[src/art_pkg.sv]
// constants shared by the auto-reload timer with comparator capture
// assumes an 8-bit register port and a single system clock domain
package art_pkg;
   // register indices on the 3-bit address port
   localparam logic [2:0] ADDR_COUNT_LOW = 3'h0;
   localparam logic [2:0] ADDR_COUNT_HIGH = 3'h1;
   localparam logic [2:0] ADDR_RELOAD_LOW = 3'h2;
   localparam logic [2:0] ADDR_RELOAD_HIGH = 3'h3;
   localparam logic [2:0] ADDR_TIMER_CTRL = 3'h4;
   localparam logic [2:0] ADDR_CLOCK_CTRL = 3'h5;
   localparam logic [2:0] ADDR_STATUS = 3'h6;
   // timer_control_register bit positions
   localparam int CTL_HIGH_FLAG = 7;
   localparam int CTL_LOW_FLAG = 6;
   localparam int CTL_LOW_IRQ_EN = 5;
   localparam int CTL_CAPTURE_EN = 4;
   localparam int CTL_SPLIT = 3;
   localparam int CTL_RUN = 2;
   localparam int CTL_EXT_SEL = 0;
   // clock_control_register bit positions
   localparam int CKC_LOW_SEL = 0;
   localparam int CKC_HIGH_SEL = 1;
   localparam int CKC_TIMER_IRQ_EN = 2;
   // status register bit positions
   localparam int STS_SYNC_PENDING = 0;
   // reset values and rollover points
   localparam logic [7:0] BYTE_RESET = 8'h00;
   localparam logic [7:0] BYTE_MAX = 8'hFF;
   localparam logic [15:0] WORD_MAX = 16'hFFFF;
   // clock dividers and sync hold
   localparam int SYS_DIV = 12;
   localparam int EXT_DIV = 8;
   localparam logic [3:0] SYS_DIV_LAST = 4'(SYS_DIV - 1);
   localparam logic [2:0] EXT_DIV_LAST = 3'(EXT_DIV - 1);
   localparam logic [1:0] SYNC_HOLD_TICKS = 2'h3;
endpackage : art_pkg

[src/art_timer.sv]
// auto-reload 16-bit / split dual 8-bit timer with comparator capture
// counter, reload pair, control, clock selects and sync status behind a 3-bit register port
// assumes synchronous inputs except the external source, one clock, and a register master that never waits
// suspend comes from the power control; wake is a one-clock pulse back to it
// the external source is a free-running level; the comparator level is edge-detected here
//
// Strobed register access and the register offsets were decided locally.
`timescale 1ns/1ns
`default_nettype none
module art_timer (
   // clock and reset
   input wire logic i_sys_clk,
   input wire logic i_rst_b,
   // register port
   input wire logic [2:0] i_addr,
   input wire logic [7:0] i_wdata,
   input wire logic i_wr,
   input wire logic i_rd,
   // far side: external source and comparator
   input wire logic i_ext_osc,
   input wire logic i_cmp_out,
   // power control
   input wire logic i_suspend,
   // registered outputs
   output logic [7:0] o_rdata,
   output logic o_irq,
   output logic o_wake
);

   typedef struct packed {
      // live counter bytes
      logic [7:0] cnt_lo;
      logic [7:0] cnt_hi;
      // reload bytes, also the capture destination
      logic [7:0] rld_lo;
      logic [7:0] rld_hi;

      // overflow flags, set by hardware, cleared only by software
      logic high_flag;
      logic low_flag;
      // timer control bits
      logic low_irq_en;
      logic capture_en;
      logic split;
      logic run;
      logic ext_sel;

      // clock control bits
      logic low_sel;
      logic high_sel;
      logic timer_irq_en;

      // prescalers: /12 free-running, /8 counts external edges
      logic [3:0] div12;
      logic [2:0] div8;

      // two-flop synchroniser plus its edge history
      logic ext_meta;
      logic ext_sync;
      logic ext_sync_d;
      // raw sampler used only while suspended
      logic ext_raw;
      // comparator level one clock back, for the rising-edge detect
      logic cmp_q;

      // suspend tracking and sync pending counter
      logic susp_q;
      logic woke_by_timer;
      logic [1:0] sync_cnt;

      // registered outputs
      logic [7:0] rdata;
      logic irq;
      logic wake;
   } art_state_t;

   art_state_t s_q;
   art_state_t s_d;

   // per-byte clock choice: 1 picks system clock, else the external select decides
   function automatic logic art_pick_tick(input logic sel, input logic xsel, input logic ext_t,
                                          input logic d12_t);
      art_pick_tick = sel ? 1'b1 : (xsel ? ext_t : d12_t);
   endfunction : art_pick_tick

   // true when a strobe addresses the given register index
   function automatic logic art_hit(input logic strobe, input logic [2:0] addr, input logic [2:0] idx);
      art_hit = strobe && (addr == idx);
   endfunction : art_hit

   // tick and event strobes, valid for the current cycle only
   logic ext_edge;
   logic ext_tick;
   logic d12_tick;
   // mode and per-byte count enables
   logic cap_mode;
   logic lo_tick;
   logic hi_tick;
   // rollover and capture events
   logic lo_roll;
   logic hi_roll;
   logic word_roll;
   logic cap_evt;
   // software write to the control register
   logic wr_ctl;

   // order of precedence inside one cycle, lowest first:
   //   count or reload from a tick
   //   capture into the reload pair
   //   software writes to bytes and control
   //   software write to the flags
   //   hardware flag set over that software clear
   // one process for the whole state keeps that order visible
   // and leaves every field with a single driver
   // ticks are one-cycle enables, never derived clocks,
   // so the whole block stays in the system clock domain
   // next-state logic for the whole block
   always_comb begin
      // everything holds unless a branch below overrides it
      s_d = s_q;
      // first stage feeds only the second; direct path has its own sampler
      s_d.ext_meta = i_ext_osc;
      s_d.ext_sync = s_q.ext_meta;
      s_d.ext_sync_d = s_q.ext_sync;
      s_d.ext_raw = i_ext_osc;
      s_d.cmp_q = i_cmp_out;
      s_d.susp_q = i_suspend;

      // the synchronised edge lags the pin by two clocks; in suspend the
      // system clock may be slowed, so that lag is not acceptable there
      // a switch between the two paths may add or drop one external edge
      // in suspend the raw edge is used, trading metastability margin for no latency
      if (i_suspend) begin
         ext_edge = i_ext_osc & ~s_q.ext_raw;
      end else begin
         ext_edge = s_q.ext_sync & ~s_q.ext_sync_d;
      end

      // dividers: /12 runs from reset regardless of mode, so its phase
      // is unrelated to any register write
      // the /8 stage only moves on external edges
      d12_tick = (s_q.div12 == art_pkg::SYS_DIV_LAST);
      s_d.div12 = d12_tick ? 4'h0 : s_q.div12 + 4'h1;
      ext_tick = ext_edge && (s_q.div8 == art_pkg::EXT_DIV_LAST);
      if (ext_edge) begin
         s_d.div8 = s_q.div8 + 3'h1;
      end

      // capture needs split clear; setting split drops capture at once
      cap_mode = s_q.capture_en & ~s_q.split;

      // in 16-bit mode the high select is ignored; the low select drives the word
      // the high byte then never ticks on its own, the carry comes from the add
      // capture mode forces the external choice back onto system clock /12
      lo_tick = art_pick_tick(s_q.low_sel, s_q.ext_sel & ~cap_mode, ext_tick, d12_tick);
      hi_tick = art_pick_tick(s_q.high_sel, s_q.ext_sel, ext_tick, d12_tick);
      if (s_q.split) begin
         hi_tick = hi_tick & s_q.run;
      end else begin
         lo_tick = lo_tick & s_q.run;
         hi_tick = 1'b0;
      end

      // rollovers are judged on the current value, before this cycle's increment
      // capture mode lets the word wrap freely, so no reload there
      // the low rollover counts in every mode, for the low flag
      lo_roll = lo_tick && (s_q.cnt_lo == art_pkg::BYTE_MAX);
      hi_roll = hi_tick && (s_q.cnt_hi == art_pkg::BYTE_MAX);
      word_roll = lo_tick && ({s_q.cnt_hi, s_q.cnt_lo} == art_pkg::WORD_MAX) && !cap_mode;
      cap_evt = cap_mode && i_cmp_out && !s_q.cmp_q;
      // flag writes are decoded apart so the hardware set can follow them
      wr_ctl = art_hit(i_wr, i_addr, art_pkg::ADDR_TIMER_CTRL);

      // counting: split gives each byte its own reload,
      // 16-bit mode carries from the low byte through the add
      // a stopped run bit freezes the word but not the low byte in split
      if (s_q.split) begin
         if (lo_tick) begin
            s_d.cnt_lo = lo_roll ? s_q.rld_lo : s_q.cnt_lo + 8'h01;
         end
         if (hi_tick) begin
            s_d.cnt_hi = hi_roll ? s_q.rld_hi : s_q.cnt_hi + 8'h01;
         end
      end else if (lo_tick) begin
         if (word_roll) begin
            s_d.cnt_lo = s_q.rld_lo;
            s_d.cnt_hi = s_q.rld_hi;
         end else begin
            {s_d.cnt_hi, s_d.cnt_lo} = {s_q.cnt_hi, s_q.cnt_lo} + 16'h0001;
         end
      end

      // capture overwrites the reload pair; a reload write in the same cycle wins
      if (cap_evt) begin
         s_d.rld_lo = s_q.cnt_lo;
         s_d.rld_hi = s_q.cnt_hi;
      end

      // register writes land next clock and beat counting in the same cycle
      // the unmapped index falls to the default branch and is ignored
      if (i_wr) begin
         case (i_addr)
            art_pkg::ADDR_COUNT_LOW: s_d.cnt_lo = i_wdata;
            art_pkg::ADDR_COUNT_HIGH: s_d.cnt_hi = i_wdata;
            art_pkg::ADDR_RELOAD_LOW: s_d.rld_lo = i_wdata;
            art_pkg::ADDR_RELOAD_HIGH: s_d.rld_hi = i_wdata;
            art_pkg::ADDR_TIMER_CTRL: begin
               s_d.low_irq_en = i_wdata[art_pkg::CTL_LOW_IRQ_EN];
               s_d.capture_en = i_wdata[art_pkg::CTL_CAPTURE_EN];
               s_d.split = i_wdata[art_pkg::CTL_SPLIT];
               s_d.run = i_wdata[art_pkg::CTL_RUN];
               s_d.ext_sel = i_wdata[art_pkg::CTL_EXT_SEL];
            end
            art_pkg::ADDR_CLOCK_CTRL: begin
               s_d.low_sel = i_wdata[art_pkg::CKC_LOW_SEL];
               s_d.high_sel = i_wdata[art_pkg::CKC_HIGH_SEL];
               s_d.timer_irq_en = i_wdata[art_pkg::CKC_TIMER_IRQ_EN];
            end
            default: begin
            end
         endcase
      end

      // flags: only software clears, and a hardware set wins over that clear
      // the written value is taken, so software may also set a flag
      if (wr_ctl) begin
         s_d.high_flag = i_wdata[art_pkg::CTL_HIGH_FLAG];
         s_d.low_flag = i_wdata[art_pkg::CTL_LOW_FLAG];
      end
      if (word_roll || hi_roll || cap_evt) begin
         s_d.high_flag = 1'b1;
      end
      if (lo_roll) begin
         s_d.low_flag = 1'b1;
      end

      // interrupt request level, same equation for both counter modes
      // one cycle behind the flags; clearing the flags drops the request
      // the low flag only asks for service when its own enable is set
      s_d.irq = s_q.timer_irq_en & (s_q.high_flag | (s_q.low_irq_en & s_q.low_flag));

      // wake pulse on word overflow outside capture or split high-byte overflow while suspended; captures never wake, split low rollovers only at cnt_hi FF
      s_d.wake = i_suspend && (word_roll || (s_q.split && hi_roll));
      if (i_suspend && !s_q.susp_q) begin
         s_d.woke_by_timer = 1'b0;
      end else if (s_d.wake) begin
         s_d.woke_by_timer = 1'b1;
      end

      // sync pending after a wake from some other source, counted in external /8 ticks
      // a wake by the timer itself needs no resync, the count never stopped
      // writes are not blocked here; software polls the status bit
      if (!i_suspend && s_q.susp_q && !s_q.woke_by_timer && !s_d.wake) begin
         s_d.sync_cnt = art_pkg::SYNC_HOLD_TICKS;
      end else if (s_q.sync_cnt != 2'h0 && ext_tick) begin
         s_d.sync_cnt = s_q.sync_cnt - 2'h1;
      end

      // read data stands only in the cycle after the strobe
      // unused control bit and unmapped index read zero
      s_d.rdata = art_pkg::BYTE_RESET;
      if (i_rd) begin
         case (i_addr)
            art_pkg::ADDR_COUNT_LOW: s_d.rdata = s_q.cnt_lo;
            art_pkg::ADDR_COUNT_HIGH: s_d.rdata = s_q.cnt_hi;
            art_pkg::ADDR_RELOAD_LOW: s_d.rdata = s_q.rld_lo;
            art_pkg::ADDR_RELOAD_HIGH: s_d.rdata = s_q.rld_hi;
            art_pkg::ADDR_TIMER_CTRL: begin
               s_d.rdata[art_pkg::CTL_HIGH_FLAG] = s_q.high_flag;
               s_d.rdata[art_pkg::CTL_LOW_FLAG] = s_q.low_flag;
               s_d.rdata[art_pkg::CTL_LOW_IRQ_EN] = s_q.low_irq_en;
               s_d.rdata[art_pkg::CTL_CAPTURE_EN] = s_q.capture_en;
               s_d.rdata[art_pkg::CTL_SPLIT] = s_q.split;
               s_d.rdata[art_pkg::CTL_RUN] = s_q.run;
               s_d.rdata[art_pkg::CTL_EXT_SEL] = s_q.ext_sel;
            end
            art_pkg::ADDR_CLOCK_CTRL: begin
               s_d.rdata[art_pkg::CKC_LOW_SEL] = s_q.low_sel;
               s_d.rdata[art_pkg::CKC_HIGH_SEL] = s_q.high_sel;
               s_d.rdata[art_pkg::CKC_TIMER_IRQ_EN] = s_q.timer_irq_en;
            end
            art_pkg::ADDR_STATUS: s_d.rdata[art_pkg::STS_SYNC_PENDING] = (s_q.sync_cnt != 2'h0);
            default: s_d.rdata = art_pkg::BYTE_RESET;
         endcase
      end
   end

   // state register, everything clears on reset
   // synchronous active-low reset; one register holds the whole state
   // so no field can come out of reset on a different edge
   always_ff @(posedge i_sys_clk) begin
      if (!i_rst_b) begin
         s_q <= '0;
      end else begin
         s_q <= s_d;
      end
   end

   // outputs straight from flops, no logic after the register
   assign o_rdata = s_q.rdata;
   assign o_irq = s_q.irq;
   assign o_wake = s_q.wake;

endmodule : art_timer
`default_nettype wire

[config.mk]
export PLATFORM = sky130hd
export DESIGN_NAME = art_timer
export DESIGN_NICKNAME = d
export VERILOG_FILES = /design/src/art_pkg.sv /design/src/art_timer.sv
export SDC_FILE = /design/constraint.sdc
export NUM_CORES = 1
export LEC_CHECK = 0
export ABC_CLOCK_PERIOD_IN_PS = 4400
export BUFFER_PORTS_ARGS = -buffer_cell sky130_fd_sc_hd__clkbuf_2
export CAP_MARGIN = 20
export CORE_MARGIN = 1.5
export CORE_UTILIZATION = 60
export CTS_CLUSTER_DIAMETER = 100
export DETAILED_ROUTE_END_ITERATION = 10
export GPL_TIMING_DRIVEN = 0
export MAX_ROUTING_LAYER = met4
export PLACE_DENSITY_LB_ADDON = 0.1
export SYNTH_ARGS = -nofsm -noshare
export SYNTH_HDL_FRONTEND = slang
export SYNTH_SLANG_ARGS = --single-unit
[constraint.sdc]
create_clock -name i_sys_clk -period 4.4 [get_ports i_sys_clk]
set_input_delay 0.66 -clock i_sys_clk [delete_from_list [all_inputs] [get_ports i_sys_clk]]
set_output_delay 0.66 -clock i_sys_clk [all_outputs]
set_load 0.01 [all_outputs]
==> results.md <==
* Synth warn at 0
* First-pass GRT wire length at 19.0 mm
* Max Cap Viol at 0
* CP delay by family, top: simple AND/OR/NAND/NOR gates
* Hold-fix buffers, CTS at 0
* # port buffers at 22
* Mapped Cells at 485
* Row count at 29
* CORE AREA at 6310 um^2
* Seq cells post-synth at 67
* Pre-Repair DR Iteration Count at 6
* Clock skew at 11.7 ps
* Post-CTS Setup Bufs at 0
* Die X at 83.4 um
* Via count at 3,940
* Final Hold Viols at 0
* Cts bufs inserted at 9
* Static leakage at 1.47 nW
* Critical path fanouts, max at 9
* Count of cell types in the netlist at 64
* Final Critical Period at 2560 ps
* Final design utilization at 67.7%
* Effective utilization at floorplan at 61.5%
* Initial antenna violation count at 0
* Worst-Skew Late Latency at 350 ps
* Relative slew slack at 36.9%
* Longest Clk Path Bufs at 2
* Chip height at 83.4 um
* Fin area at 4270 um^2
* Final net count at 542
* F_max at 0.390 GHz
* Final worst path period share at 58.2%
* CTS resizes at 0
* Critical Path RT at 4610 ps
* Post-synth ARST share at 0%
* Grt ovf at 0
* Min-delay worst type: flip-flop to flip-flop
* Clk sinks at 67
* Clock Pin Slew Worst Setup and Hold Paths at 80 ps
* Clk root buf: clkbuf_8
* Layout cell share with drive strength beyond 1 at 11.9%
* DR WL/cell at 20.0 um
* CP max-delay cell: nor3_2
* RSZ-0062 raised after global routing: false
* Post-DP HPWL at 8.51 mm
* Crit-path max cell delay at 490 ps
* Min Hold Slack at 450 ps
* Post-Place Cells at 584
* Antenna Cells at 0
* Drt total wl at 12.0 mm
* Buffers & Inverters on Critical Path at 1
* Post-Syn Area at 3880 um^2
* Pin count of the biggest net entering global routing at 11
* GR Util All Layers at 36.4%
* CTS tree: built
* Final setup fails at 0
* Setup crit end kind: flip-flop
* DRC viols at 0
* Post-Syn Nets at 509
* Die area at 6960 um^2
* PD cells at 303 nW/um^2
* Critical Path AT at 2770 ps
* # IOs at 28
* Max VDD drop at 0.238 mV
* Post-synthesis sequential area ratio at 34.6%
* GP Congestion at 0.971
* Outcome: complete, no violations
* CP Launch Type: flip-flop
* H-tree levels at 3
* Area Overhead vs Synth at 10.2%
* Vias per cell at 6.57
* Vias in the first global route at 3,521
* Number of synthesized flops with an enable pin at 0
* Measured slew at the worst slew-check pin at 942 ps
* Post-detailed-route count of antenna-violating nets at 0
* DRT iter0 DRCs at 528
* Post-DP Area at 4090 um^2
* Average instance area after synthesis at 8.00 um^2
* Slew Limit Fails at 0
* Final Non-Filler Cells at 600
* Commonest register cell after synthesis: dfxtp_1
* Worst-path cell chain: ha_1, nand3_1, or2_2, buf_2, nor3_2, o21ai_0, a221oi_1, o32ai_1
* Total negative slack at 0 ps
* CP Class: flip-flop to flip-flop
==> cell usage after synthesis, types with 2 or more instances <==
library cell | instances | area share, %
a211oi_1 | 22 | 4.3
a211oi_2 | 2 | 0.64
a21o_1 | 2 | 0.39
a21oi_1 | 41 | 5.3
a22oi_1 | 4 | 0.77
a31oi_1 | 10 | 1.6
a41oi_1 | 2 | 0.45
and2_1 | 6 | 0.97
and3_1 | 6 | 0.97
buf_1 | 2 | 0.19
buf_2 | 6 | 0.77
buf_4 | 9 | 1.7
clkbuf_1 | 27 | 2.6
dfxtp_1 | 67 | 35
ha_1 | 6 | 1.9
inv_1 | 11 | 1.1
mux2i_1 | 32 | 8.3
mux4_2 | 3 | 1.7
nand2_1 | 45 | 4.4
nand2b_1 | 6 | 0.97
nand3_1 | 25 | 3.2
nand3b_1 | 2 | 0.39
nand4_1 | 3 | 0.48
nor2_1 | 55 | 5.3
nor2b_1 | 2 | 0.32
nor3_1 | 10 | 1.3
nor3b_1 | 4 | 0.77
o2111ai_1 | 2 | 0.45
o211ai_1 | 6 | 1.2
o21a_1 | 2 | 0.39
o21ai_0 | 23 | 3.0
o31a_1 | 2 | 0.45
o32ai_1 | 3 | 0.68
or3_1 | 3 | 0.48
xnor2_1 | 5 | 1.1
==> final cells by class <==
cell class                 instances  area [um^2]
clock inverter                     2         35.0
inverter                          11         41.3
multi-input combinational        362         2280
fill                             549         2040
sequential                        67         1340
tap                               77         96.3
buffer                            45          218
timing repair buffer              22          110
clock buffer                      14          153
==> logic make-up (layout without fill, tap and decap cells) <==
family	Yosys count	in the layout	synth area share, %
AND/OR/NAND/NOR	174	174	21.0
AO/OA/AOI/OAI	141	141	24.4
flip-flops	67	67	34.6
buffers and inverters	56	94	6.68
multiplexers	36	36	10.3
adder cells (fa/ha/maj)	6	6	1.93
XOR/XNOR	5	5	1.13
==> power breakdown <==
group	switching [W]	leakage (nW)	internal, W
clock	0.000235	0.0947	0.000278
combinational	0.0000866	0.831	0.0000503
sequential	0.0000183	0.545	0.000628
total	0.000340	1.47	0.000956
==> final timing paths <==
path         startpoint  slack, ps  depth (start not counted)  endpoint
max             s_q[53]       1840                          8   s_q[55]
min             s_q[22]        450                          1   s_q[22]
max reg2reg     s_q[53]       1840                          8   s_q[55]
min reg2reg     s_q[22]        450                          1   s_q[22]
==> registers in the layout, summed over array words and instances (netlist names) <==
register and flops:
o_irq 1, o_rdata 8, s_q 56, s_d 1, o_wake 1
==> layer usage <==
metal  vias up  track usage (%)  share of wire [%]
met2       264             54.0                 43
met4         0             14.9                3.5
li1       1822                -                  -
met3        42             5.07                 10
met5         -                -                  0
met1      1812             50.2                 43
==> cells in the final DEF (no fill, tap or decap), types with 3 or more instances in the layout <==
master and instances:
o211ai_1 6, ha_1 6, nor3_1 10, nand2b_1 6, buf_4 9, a21oi_1 41
nand4_1 3, clkbuf_2 22, nand2_1 45, and2_1 6, mux2i_1 32, a211oi_1 22
dfxtp_1 67, o32ai_1 3, clkbuf_8 10, nor3b_1 4, clkbuf_1 31, or3_1 3
mux4_2 3, xnor2_1 5, o21ai_0 23, a31oi_1 10, buf_2 6, and3_1 6
nand3_1 25, nor2_1 55, inv_1 11, a22oi_1 4
==> through the flow <==
| step | worst slack [ps] | total power, W |
|---|---|---|
| final | 1840 | 0.00130 |
| after global routing | 1700 | 0.00134 |
| after CTS | 1940 | 0.00129 |
| after detailed placement | 1630 | 0.000792 |
| after global placement | 1610 | 0.000789 |
| after floorplan | 2030 | 0.000746 |
Note: power is estimated with default switching activity, not from simulation.
